[src/hw/interlock_pkg.sv]
// Overview of operation
// - bypass jumper fitted: charge pump counts as always valid for output gating, outputs enabled
// - watchdog active: spindle and coolant relays and step pulses pass only with a valid charge pump
// - shared PWM mode: PWM line 1, reduction line 17, watchdog line 16
// - no-watchdog mode: relay line 1, PWM line 17, reduction line 16, bypass needed
// - no-reduction mode: relay line 1, PWM line 17, watchdog line 16
// - no-PWM mode: relay line 1, reduction line 17, watchdog line 16, PWM ignored
// - shared line: spindle relay on while measured PWM duty is at least ten percent
// - open emergency-stop loop forces spindle and coolant relays off
// - emergency stop lights its indicator and pulls host status line low
// - any drive fault lights the fault indicator and pulls host status low
// - brake relay energized only when no emergency stop and no drive fault
// - speed output proportional to PWM duty, zero to full scale
// - external driver status line: high means fault
package interlock_pkg;
    typedef enum logic [1:0] {
        CFG_SHARED = 2'b00,
        CFG_NO_WDOG = 2'b01,
        CFG_NO_CRED = 2'b11,
        CFG_NO_PWM = 2'b10
    } line_cfg_e;

    localparam int CLK_HZ = 125_000_000;
    localparam int CP_MIN_HZ = 5_000;
    // a square wave toggles twice per period, so allow one full period between edges
    localparam int CP_TIMEOUT_CYC = CLK_HZ / CP_MIN_HZ;
    localparam int CP_CNT_W = 16;
    localparam logic [3:0] CP_GOOD_EDGES = 4'h8;
    localparam int PWM_MIN_HZ = 45;
    localparam int PWM_TIMEOUT_CYC = CLK_HZ / PWM_MIN_HZ;
    localparam int PWM_CNT_W = 22;
    localparam int SPEED_W = 10;
    localparam int RELAY_PCT = 10;
    localparam int FULL_PCT = 100;

    // apb register map
    localparam logic [7:0] REG_CTRL = 8'h00;
    localparam logic [7:0] REG_STATUS = 8'h04;
    localparam logic [7:0] REG_IRQ_STAT = 8'h08;
    localparam logic [7:0] REG_IRQ_CLR = 8'h0c;
    localparam logic [7:0] REG_IRQ_EN = 8'h10;
    localparam logic [7:0] REG_SPEED = 8'h14;
    localparam logic [3:0] IRQ_EN_RST = 4'h0;
    localparam int IRQ_ESTOP = 0;
    localparam int IRQ_FAULT = 1;
    localparam int IRQ_CPLOST = 2;
    localparam int IRQ_CPOK = 3;
endpackage

[src/hw/pwm_duty_meter.sv]
`timescale 1ns/1ps
module pwm_duty_meter (
    input wire logic clk_sys, // system clock
    input wire logic rst, // sync reset, active high
    input wire logic pwmIn, // pwm input
    output logic [interlock_pkg::SPEED_W-1:0] speed, // duty, full scale at 100 %
    output logic dutyTen // duty at least ten percent
);
    typedef struct packed {
        logic pwmPrev;
        logic [interlock_pkg::PWM_CNT_W-1:0] periodCnt;
        logic [interlock_pkg::PWM_CNT_W-1:0] highCnt;
        logic [interlock_pkg::PWM_CNT_W-1:0] idleCnt;
        logic [interlock_pkg::SPEED_W-1:0] speed;
        logic dutyTen;
    } meter_s;

    meter_s st_r, st_nxt;
    logic [interlock_pkg::PWM_CNT_W+interlock_pkg::SPEED_W-1:0] scaled;
    logic [interlock_pkg::PWM_CNT_W+6:0] highPct;
    logic [interlock_pkg::PWM_CNT_W+6:0] periodPct;

    // duty is measured over a full period, rising edge to rising edge
    always_comb begin
        st_nxt = st_r;
        scaled = '0;
        highPct = '0;
        periodPct = '0;
        st_nxt.pwmPrev = pwmIn;
        if (pwmIn && !st_r.pwmPrev) begin
            scaled = ({10'h0, st_r.highCnt} << interlock_pkg::SPEED_W)
                - {10'h0, st_r.highCnt};
            if (st_r.periodCnt != '0) begin
                st_nxt.speed = interlock_pkg::SPEED_W'(scaled / {10'h0, st_r.periodCnt});
            end
            highPct = {7'h0, st_r.highCnt} * (interlock_pkg::PWM_CNT_W+7)'(interlock_pkg::FULL_PCT);
            periodPct = {7'h0, st_r.periodCnt} *
                (interlock_pkg::PWM_CNT_W+7)'(interlock_pkg::RELAY_PCT);
            st_nxt.dutyTen = (st_r.periodCnt != '0) && (highPct >= periodPct);
            st_nxt.periodCnt = (interlock_pkg::PWM_CNT_W)'(1);
            st_nxt.highCnt = (interlock_pkg::PWM_CNT_W)'(1);
            st_nxt.idleCnt = '0;
        end else begin
            if (st_r.periodCnt != '1) st_nxt.periodCnt = st_r.periodCnt + 1'b1;
            if (pwmIn && st_r.highCnt != '1) st_nxt.highCnt = st_r.highCnt + 1'b1;
            if (st_r.idleCnt != '1) st_nxt.idleCnt = st_r.idleCnt + 1'b1;
            // a line stuck for longer than the slowest period is 0 % or 100 %
            if (st_r.idleCnt >= (interlock_pkg::PWM_CNT_W)'(interlock_pkg::PWM_TIMEOUT_CYC)) begin
                st_nxt.speed = pwmIn ? '1 : '0;
                st_nxt.dutyTen = pwmIn;
            end
        end
    end

    always_ff @(posedge clk_sys) begin
        if (rst) begin
            st_r <= '0;
        end else begin
            st_r <= st_nxt;
        end
    end

    assign speed = st_r.speed;
    assign dutyTen = st_r.dutyTen;
endmodule

[src/hw/breakout_interlock.sv]
`timescale 1ns/1ps
module breakout_interlock (
    input wire logic clk_sys, // system clock, 125 MHz
    input wire logic rst, // sync reset, active high
    input wire logic line1, // host line 1
    input wire logic line16, // host line 16
    input wire logic line17, // host line 17
    input wire logic line14, // host coolant relay request
    input wire logic [3:0] stepIn, // host step pulses, axes 1..4
    input wire logic [3:0] dirIn, // host direction, axes 1..4
    input wire logic wdogBypass, // bypass jumper fitted
    input wire logic [1:0] lineCfg, // routing jumper selection
    input wire logic estopOpen, // emergency-stop loop open
    input wire logic [2:0] stageFault, // internal power stage faults
    input wire logic axis4Status, // external driver status, high = error
    output logic [3:0] stepOut, // gated step pulses
    output logic [3:0] dirOut, // direction to drives
    output logic currentReduce, // current reduction to drives
    output logic spindleRelay, // relay 1
    output logic coolantRelay, // relay 2
    output logic brakeRelay, // holding brake relay, high = brake open
    output logic hostStatusN, // host status line, low = stop
    output logic ledEstop, // emergency stop indicator
    output logic ledFault, // drive fault indicator
    output logic ledCpump, // charge pump valid indicator
    output logic [interlock_pkg::SPEED_W-1:0] speedOut, // speed value, full scale = 100 %
    input wire logic psel, // apb select
    input wire logic penable, // apb enable
    input wire logic pwrite, // apb direction
    input wire logic [7:0] paddr, // apb byte address
    input wire logic [31:0] pwdata, // apb write data
    output logic [31:0] prdata, // apb read data
    output logic pready, // apb ready
    output logic pslverr, // apb error
    output logic irq // level interrupt
);
    typedef struct packed {
        logic cpPrev;
        logic [interlock_pkg::CP_CNT_W-1:0] cpIdle;
        logic [3:0] cpGood;
        logic cpValid;
        logic swHold;
        logic swCoolOff;
        logic [3:0] irqStat;
        logic [3:0] irqEn;
        logic estopPrev;
        logic faultPrev;
        logic cpValidPrev;
        logic [3:0] stepQ;
        logic [3:0] dirQ;
        logic credQ;
        logic spindleQ;
        logic coolantQ;
        logic brakeQ;
        logic statusNQ;
        logic [31:0] rdata;
    } core_s;

    core_s st_r, st_nxt;
    logic cpLine, pwmLine, relayLine, credLine;
    logic dutyTen, driveFault, enabled, spindleReq;
    logic [3:0] events;
    logic [interlock_pkg::SPEED_W-1:0] speedVal;
    logic apbAccess, apbMapped;

    // line routing per jumper selection
    always_comb begin
        cpLine = line16;
        pwmLine = 1'b0;
        relayLine = line1;
        credLine = 1'b0;
        case (interlock_pkg::line_cfg_e'(lineCfg))
            interlock_pkg::CFG_SHARED: begin
                pwmLine = line1;
                credLine = line17;
                relayLine = 1'b0;
            end
            interlock_pkg::CFG_NO_WDOG: begin
                pwmLine = line17;
                credLine = line16;
                cpLine = 1'b0;
            end
            interlock_pkg::CFG_NO_CRED: begin
                pwmLine = line17;
            end
            interlock_pkg::CFG_NO_PWM: begin
                credLine = line17;
            end
            default: begin
                relayLine = 1'b0;
            end
        endcase
    end

    pwm_duty_meter u_meter (
        .clk_sys(clk_sys),
        .rst(rst),
        .pwmIn(pwmLine),
        .speed(speedVal),
        .dutyTen(dutyTen)
    );

    // spindle request: duty threshold on the shared line, else the relay line
    assign spindleReq = (interlock_pkg::line_cfg_e'(lineCfg) == interlock_pkg::CFG_SHARED)
        ? dutyTen : relayLine;
    assign driveFault = (|stageFault) | axis4Status;
    // no-watchdog mode relies on the bypass jumper; without it step pulses and the spindle and coolant relays stay off
    assign enabled = wdogBypass | st_r.cpValid;
    assign events = {st_r.cpValid & ~st_r.cpValidPrev, ~st_r.cpValid & st_r.cpValidPrev,
        driveFault & ~st_r.faultPrev, estopOpen & ~st_r.estopPrev};

    assign apbAccess = psel & penable;
    assign apbMapped = (paddr == interlock_pkg::REG_CTRL) ||
        (paddr == interlock_pkg::REG_STATUS) || (paddr == interlock_pkg::REG_IRQ_STAT) ||
        (paddr == interlock_pkg::REG_IRQ_CLR) || (paddr == interlock_pkg::REG_IRQ_EN) ||
        (paddr == interlock_pkg::REG_SPEED);

    always_comb begin
        st_nxt = st_r;
        // charge pump watchdog: any edge restarts the timeout
        st_nxt.cpPrev = cpLine;
        if (cpLine != st_r.cpPrev) begin
            st_nxt.cpIdle = '0;
            if (st_r.cpGood != interlock_pkg::CP_GOOD_EDGES) begin
                st_nxt.cpGood = st_r.cpGood + 1'b1;
            end else begin
                st_nxt.cpValid = 1'b1;
            end
        end else if (st_r.cpIdle >=
                (interlock_pkg::CP_CNT_W)'(interlock_pkg::CP_TIMEOUT_CYC)) begin
            st_nxt.cpValid = 1'b0;
            st_nxt.cpGood = '0;
        end else begin
            st_nxt.cpIdle = st_r.cpIdle + 1'b1;
        end

        // outputs registered; safety forcing overrides host commands
        st_nxt.stepQ = enabled ? stepIn : 4'h0;
        st_nxt.dirQ = dirIn;
        st_nxt.credQ = credLine;
        st_nxt.spindleQ = enabled & ~estopOpen & ~st_r.swHold & spindleReq;
        st_nxt.coolantQ = enabled & ~estopOpen & ~st_r.swHold & ~st_r.swCoolOff & line14;
        st_nxt.brakeQ = ~estopOpen & ~driveFault;
        st_nxt.statusNQ = ~(estopOpen | driveFault);

        // sticky events: a new event wins over a clear in the same cycle
        st_nxt.estopPrev = estopOpen;
        st_nxt.faultPrev = driveFault;
        st_nxt.cpValidPrev = st_r.cpValid;
        if (apbAccess && pwrite && paddr == interlock_pkg::REG_IRQ_CLR) begin
            st_nxt.irqStat = st_r.irqStat & ~pwdata[3:0];
        end
        st_nxt.irqStat = st_nxt.irqStat | events;

        if (apbAccess && pwrite && paddr == interlock_pkg::REG_CTRL) begin
            st_nxt.swHold = pwdata[0];
            st_nxt.swCoolOff = pwdata[1];
        end
        if (apbAccess && pwrite && paddr == interlock_pkg::REG_IRQ_EN) begin
            st_nxt.irqEn = pwdata[3:0];
        end

        // read data captured in setup so it stands through the access phase
        st_nxt.rdata = 32'h0;
        if (psel && !penable && !pwrite) begin
            case (paddr)
                interlock_pkg::REG_CTRL: st_nxt.rdata = {30'h0, st_r.swCoolOff, st_r.swHold};
                interlock_pkg::REG_STATUS: st_nxt.rdata = {23'h0, st_r.spindleQ,
                    st_r.coolantQ, st_r.brakeQ, wdogBypass, lineCfg, st_r.cpValid,
                    driveFault, estopOpen};
                interlock_pkg::REG_IRQ_STAT: st_nxt.rdata = {28'h0, st_r.irqStat};
                interlock_pkg::REG_IRQ_EN: st_nxt.rdata = {28'h0, st_r.irqEn};
                interlock_pkg::REG_SPEED: st_nxt.rdata = {22'h0, speedVal};
                default: st_nxt.rdata = 32'h0;
            endcase
        end else if (psel && penable) begin
            st_nxt.rdata = st_r.rdata;
        end
    end

    always_ff @(posedge clk_sys) begin
        if (rst) begin
            st_r <= '0;
            st_r.irqEn <= interlock_pkg::IRQ_EN_RST;
            st_r.statusNQ <= 1'b1;
        end else begin
            st_r <= st_nxt;
        end
    end

    assign stepOut = st_r.stepQ;
    assign dirOut = st_r.dirQ;
    assign currentReduce = st_r.credQ;
    assign spindleRelay = st_r.spindleQ;
    assign coolantRelay = st_r.coolantQ;
    assign brakeRelay = st_r.brakeQ;
    assign hostStatusN = st_r.statusNQ;
    assign ledEstop = st_r.estopPrev;
    assign ledFault = st_r.faultPrev;
    assign ledCpump = st_r.cpValid;
    assign speedOut = speedVal;
    assign prdata = st_r.rdata;
    assign pready = 1'b1; // every access completes in its first access cycle
    assign pslverr = apbAccess & ~apbMapped;
    assign irq = |(st_r.irqStat & st_r.irqEn);
endmodule

[config.mk]
export PLATFORM = sky130hd
export DESIGN_NAME = breakout_interlock
export DESIGN_NICKNAME = d
export VERILOG_FILES = /design/src/hw/interlock_pkg.sv /design/src/hw/pwm_duty_meter.sv /design/src/hw/breakout_interlock.sv
export SDC_FILE = /design/constraint.sdc
export NUM_CORES = 2
export LEC_CHECK = 0
export BUFFER_PORTS_ARGS = -buffer_cell sky130_fd_sc_hd__buf_2
export CAP_MARGIN = 20
export CORE_ASPECT_RATIO = 0.75
export CORE_MARGIN = 4
export CORE_UTILIZATION = 65
export DETAILED_ROUTE_END_ITERATION = 12
export GPL_TIMING_DRIVEN = 0
export PLACE_DENSITY = 0.83
export RECOVER_POWER = 100
export SLEW_MARGIN = 15
export SYNTH_ARGS = -nofsm -noshare
export SYNTH_HDL_FRONTEND = slang
export SYNTH_SLANG_ARGS = --single-unit
[constraint.sdc]
create_clock -name clk_sys -period 94 [get_ports clk_sys]
set_input_delay 14.1 -clock clk_sys [delete_from_list [all_inputs] [get_ports clk_sys]]
set_output_delay 14.1 -clock clk_sys [all_outputs]
set_load 0.02 [all_outputs]
=== Yosys cells after proc, flatten, opt, wreduce, memory -nomap -nowiden ===
Cells that the tools add are included.

* Shift-type cells: 0
* Multiply operators: 2
* Equality and inequality tests: 17
* Reductions and logical operators: 35
* Add/subtract/negate cells: 6
* Div/mod/pow operators: 1
* Multiplexer cells: 19
* Bitwise gates (word level): 30
* $lt $le $gt $ge: 3

{| class="wikitable"
|+ Operators by type and width
! cell !! number
|-
| $add A22 B1 Y22 const B || 3
|-
| $ne A22 B22 Y1 const B || 3
|-
| $mux W32 || 2
|-
| $mux W56 || 1
|-
| $pmux W10 S5 || 1
|-
| $mux W22 || 2
|-
| $div A32 B22 Y32 || 1
|-
| $sub A32 B22 Y32 || 1
|-
| $ge A29 B26 Y1 || 1
|-
| $mul A22 B5 Y27 const B || 1
|-
| $mul A22 B3 Y25 const B || 1
|-
| $ge A22 B22 Y1 const B || 1
|-
| $reduce_bool A22 Y1 || 1
|-
| $mux W10 || 2
|-
| $add A16 B1 Y16 const B || 1
|-
| $eq A8 B4 Y1 const B || 2
|-
| $eq A8 B5 Y1 const B || 2
|-
| $ge A16 B15 Y1 const B || 1
|-
| $and A1 B1 Y1 || 12
|-
| $mux W11 || 1
|-
| $not A1 Y1 || 11
|-
| $logic_and A1 B1 Y1 || 10
|-
| $mux W5 || 2
|-
| $reduce_or A2 Y1 || 5
|-
| other kinds (23) || 45
|}

* Flip-flop bits (word level): 158
* Bits in latches: 0
* Memory bits (read-only): 0
* Memories kept: 0
* Input port bits: 65
* Memory bits (writable): 0

=== Logic depth before layout (Yosys ltp) ===
* Depth in word-level cells: 8
* Mapped depth: 434

=== By module ===
A second synthesis with hierarchy kept.

* Cell total of the unflattened synthesis: 5075
* Area, all modules: 36985.5 sq um

{| class="wikitable"
|+ Modules (own cells, without submodules)
! module !! seq. area each (sq um) !! cells each !! times used !! area an instance (sq um)
|-
| pwm_duty_meter || 1561.5 || 4733 || 1 || 34086.4
|-
| breakout_interlock || 1161.1 || 342 || 1 || 2899.0
|}

=== Least setup slack after synthesis ===
Ideal clock, no wire load.

* Path type: reg2reg
* Start: register u_meter.st_r[53] in the netlist's numbering
* End: register u_meter.st_r (netlist bit u_meter.speed[0])
* Buffers on the path: 51
* Data required time: 93865 ps
* Arrival: 84320 ps
* Period minus slack after synthesis: 84456 ps
* Library setup time: 135 ps
* Setup slack: 9544 ps
* Stages on the path, launching flop included: 405
* Path through: dfxtp_1 > inv_1 > ha_1 > clkbuf_1 > a21oi_1 > o2111a_1 > o211a_1 > or4_1 > and2_1 > ha_1 > and2_1 > or2_2 > inv_1 > ha_1 > o21a_1 > o21ai_0 > or2_2 > mux2_2 > (+369 left out) > o21ai_0 > nand2b_1 > a21oi_1 > nor2b_1 > o21ai_0 > nand2b_1 > a21o_1 > a21o_1 > a21o_1 > a21o_1 > a21o_1 > a21o_1 > a21oi_1 > nor2_1 > a211oi_1 > o311ai_0 > a221oi_1 > a32oi_1

* Word-level cells in the longest chain between the ends: 4

{| class="wikitable"
|+ RTL lines
! what !! line !! text
|-
| start, declared || pwm_duty_meter.sv:18 || <nowiki>meter_s st_r, st_nxt;</nowiki>
|-
| start signal, assigned || pwm_duty_meter.sv:59 || <nowiki>st_r <= st_nxt;</nowiki>
|-
| $sub A32 B22 Y32 || pwm_duty_meter.sv:32 || <nowiki>- {10'h0, st_r.highCnt};</nowiki>
|-
| $div A32 B22 Y32 || pwm_duty_meter.sv:34 || <nowiki>st_nxt.speed = interlock_pkg::SPEED_W'(scaled / {10'h0, st_r.periodCnt});</nowiki>
|-
| $mux W10 || pwm_duty_meter.sv:33 || <nowiki>if (st_r.periodCnt != '0) begin</nowiki>
|-
| $mux W56 || pwm_duty_meter.sv:30 || <nowiki>if (pwmIn && !st_r.pwmPrev) begin</nowiki>
|}

Every way passes these cells. The select of a mux whose other input is x is not followed.
A chain may end at the register's enable or synchronous reset.

=== Worst setup path in the final report ===
* Start: register u_meter.st_r[48] in the netlist's numbering
* End: register u_meter.st_r (netlist bit u_meter.speed[0])

The elaborated chain is that of the path after synthesis.

==> key figures <==
Status
  – Status: complete, no violations

STA
  – Hold Fails Final Rpt: 0
  – Worst Tran Pin Value: 1.16 ns
  – # setup viols final: 0
  – Slew HR: 22.4%
  – Setup TNS: 0 ns
  – Final worst path period need: 90.03 ns
  – Max Slew Vio Count: 0
  – Clk_skew: 0.0140 ns
  – Max frequency: 0.0111 GHz
  – Hold WS: 0.449 ns
  – Final critical-path share of the clock period: 95.8%

Global route
  – Vias in the first global route: 35.0k
  – Largest net degree at the start of global routing: 24
  – GRT Total Usage: 36.1%
  – GRT overflow: 0
  – First-pass GRT wire length: 180000 um
  – Antenna violations before repair: 1

Synth
  – Distinct cells, synth: 105
  – Seq/Total Area, Yosys: 7.46%
  – Synthesis-stage register bit count: 136
  – Primary FF master, synth: dfxtp_1
  – Syn Inst Count: 4977
  – EDFF count, synth: 0
  – Synthesized area: 36500 um^2
  – Async set or reset register ratio after synthesis: 0%
  – Yosys warning total: 0
  – Syn avg cell area: 7.33 um^2

Place
  – Hpwl dp: 89400 um
  – PortBufs: 73
  – Placed insts: 5803
  – Placed cell areas: 38100 um^2
  – Gp weighted congestion: 1.01

Critical path
  – Kind of critical path: flip-flop to flip-flop
  – CP peak stage delay: 0.50 ns
  – FF-to-FF path depth: 409
  – Slowest CP cell: or4_1
  – Worst Setup Start Kind: flip-flop
  – Reg2reg start: u_meter.st_r[48]
  – CP top delay family: compound AO/OA/AOI/OAI gates
  – Worst setup path startpoint: u_meter.st_r[48]
  – Levels on crit path: 409
  – Top fanout value on the critical path: 10
  – R2R setup slack: 3.97 ns
  – CP bufs+invs: 52
  – CP required: 94.30 ns
  – Endpoint class of the critical path: flip-flop
  – CP dominant cell by count: o21a_1
  – CP arrival: 90.33 ns

Routing
  – Drt first-iter violations: 4342
  – Vias: 38.8k
  – DR WL/cell: 19.5 um
  – DRT Wirelength: 115000 um
  – Number of remaining DRC errors: 0
  – Post-route ant nets: 0
  – Iteration count of the initial detailed-routing pass: 10
  – Vias per std cell: 6.58

Worst hold path
  – Min-delay src: st_r[78]
  – Worst hold path class: flip-flop to flip-flop
  – Worst hold path depth: 2

Cells and area
  – Non-filler cells, final: 5897
  – Design Area, Final: 40200 um^2
  – Fill cells: 4328
  – ANT cells: 0
  – Final layout net count: 5896
  – Share of cells above drive strength 1: 13.1%
  – Layout area overhead: 10.3%

Clocking
  – TritonCTS clock tree: yes
  – Total CTS buffers: 17
  – H-tree levels: 4
  – Post-cts hold buffer count: 0
  – Clk slew on worst S/H paths: 0.07 ns
  – Clock buffer depth: 2
  – Worst-skew pair later-pin latency: 0.43 ns
  – CTS Sinks: 136
  – Root Driver: clkbuf_16

Floorplanning
  – Die Area: 60000 um^2
  – Starting density of the core: 66.3%
  – Core area: 55000 um^2
  – Top-level port count: 126
  – Core Rows: 74
  – Die width: 282 um
  – Die extent in y: 213 um

Run
  – Maxcap violations: 0
## layer usage
metal / GRT usage (%) / wire, um / up-vias
met4: 10.7 / 3570 / 0
li1: - / - / 18600
met2: 54.1 / 47300 / 2003
met5: 0 / 0 / -
met3: 6.46 / 13100 / 298
met1: 52.7 / 51100 / 17900
## metrics by stage
| step | util (%) | worst slack [ns] |
|---|---|---|
| after floorplan | - | 9.54 |
| after global placement | 68.8 | -10.32 |
| after detailed placement | 69.2 | -11.18 |
| after CTS | 71.2 | 0.0378 |
| after global routing | 73.2 | -0.640 |
| final | 73.2 | 3.97 |
## tightest hold or removal path, delay by kind of cell (launching register included)
family | cells | cell delay (ns)
flops | 1 | 0.31
buf+inv | 1 | 0.05
simple gates | 1 | 0.04
## layout by cell type, fill, tap and decap left out, drive strengths merged, types with 47 or more instances in the layout
cell      n
o21a    169
nand3   125
buf     199
dfxtp   136
nor2    518
nand2b   62
o31ai    92
nor3    183
o211ai   55
clkbuf  128
nand2   445
a31oi    47
and2     72
o21ai   248
ha      651
nand4    50
inv     278
nor2b    74
a21oi   346
xor2    133
xnor2   246
or3      49
a21o    138
mux2    148
## logic make-up (layout without fill, tap and decap cells)
| kind of cell | count (synthesis) | after routing | synth area share [%] |
|---|---|---|---|
| multiplexers | 182 | 182 | 5.52 |
| flip-flops | 136 | 136 | 7.46 |
| XOR/XNOR | 379 | 379 | 9.10 |
| AND/OR/NAND/NOR | 1750 | 1750 | 23.0 |
| buffers and inverters | 440 | 617 | 5.22 |
| adder cells (fa/ha/maj) | 669 | 669 | 23.3 |
| AO/OA/AOI/OAI | 1419 | 1419 | 26.3 |
| other | 2 | 23 | 0.0206 |
## final timing paths
check	end
worst max-delay path	u_meter.speed[0]
worst min register to register	st_r[78]
worst max register to register	u_meter.speed[0]
worst min-delay path	st_r[78]
## cell type report
class,instances,area [um^2],share of cell area (%)
Inverter,275,1050,2.61
Timing Repair Buffer,151,1110,2.75
Clock inverter,15,184,0.457
Multi-Input combinational cell,4422,32800,81.5
Buffer,159,1020,2.55
Sequential cell,136,2740,6.80
Clock buffer,17,425,1.06
Tap cell,722,903,2.24
## flip-flops by register name, summed over array words and instances, names as in the netlist, 4 cells and up
signal	count
dirOut	4
prdata	10
st_r	32
stepOut	4
u_meter.speed	10
u_meter.st_r	67
## what timing repair did
item	4_1_cts	5_1_grt
buffers inserted	10	56
hold endpoints to repair	0	0
resized for setup	125	240
endpoints found under the setup margin	3	2
pin swaps	6	41
## synthesized netlist by cell type, drive strengths merged (55+ instances only)
cell,number,area [um^2]
a21o,138,1040
a21oi,346,1740
and2,72,450
buf,82,559
clkbuf,83,312
dfxtp,136,2720
ha,651,8150
inv,275,1030
mux2,148,1670
nand2,445,1680
nand2b,62,388
nand3,125,631
nor2,518,1940
nor2b,74,463
nor3,183,947
o211ai,55,428
o21a,169,1270
o21ai,248,1240
o31ai,92,709
xnor2,246,2150
xor2,133,1160
Power is not shown: default switching activity piles up to over one toggle a cycle in this logic, so the estimate is an artifact.
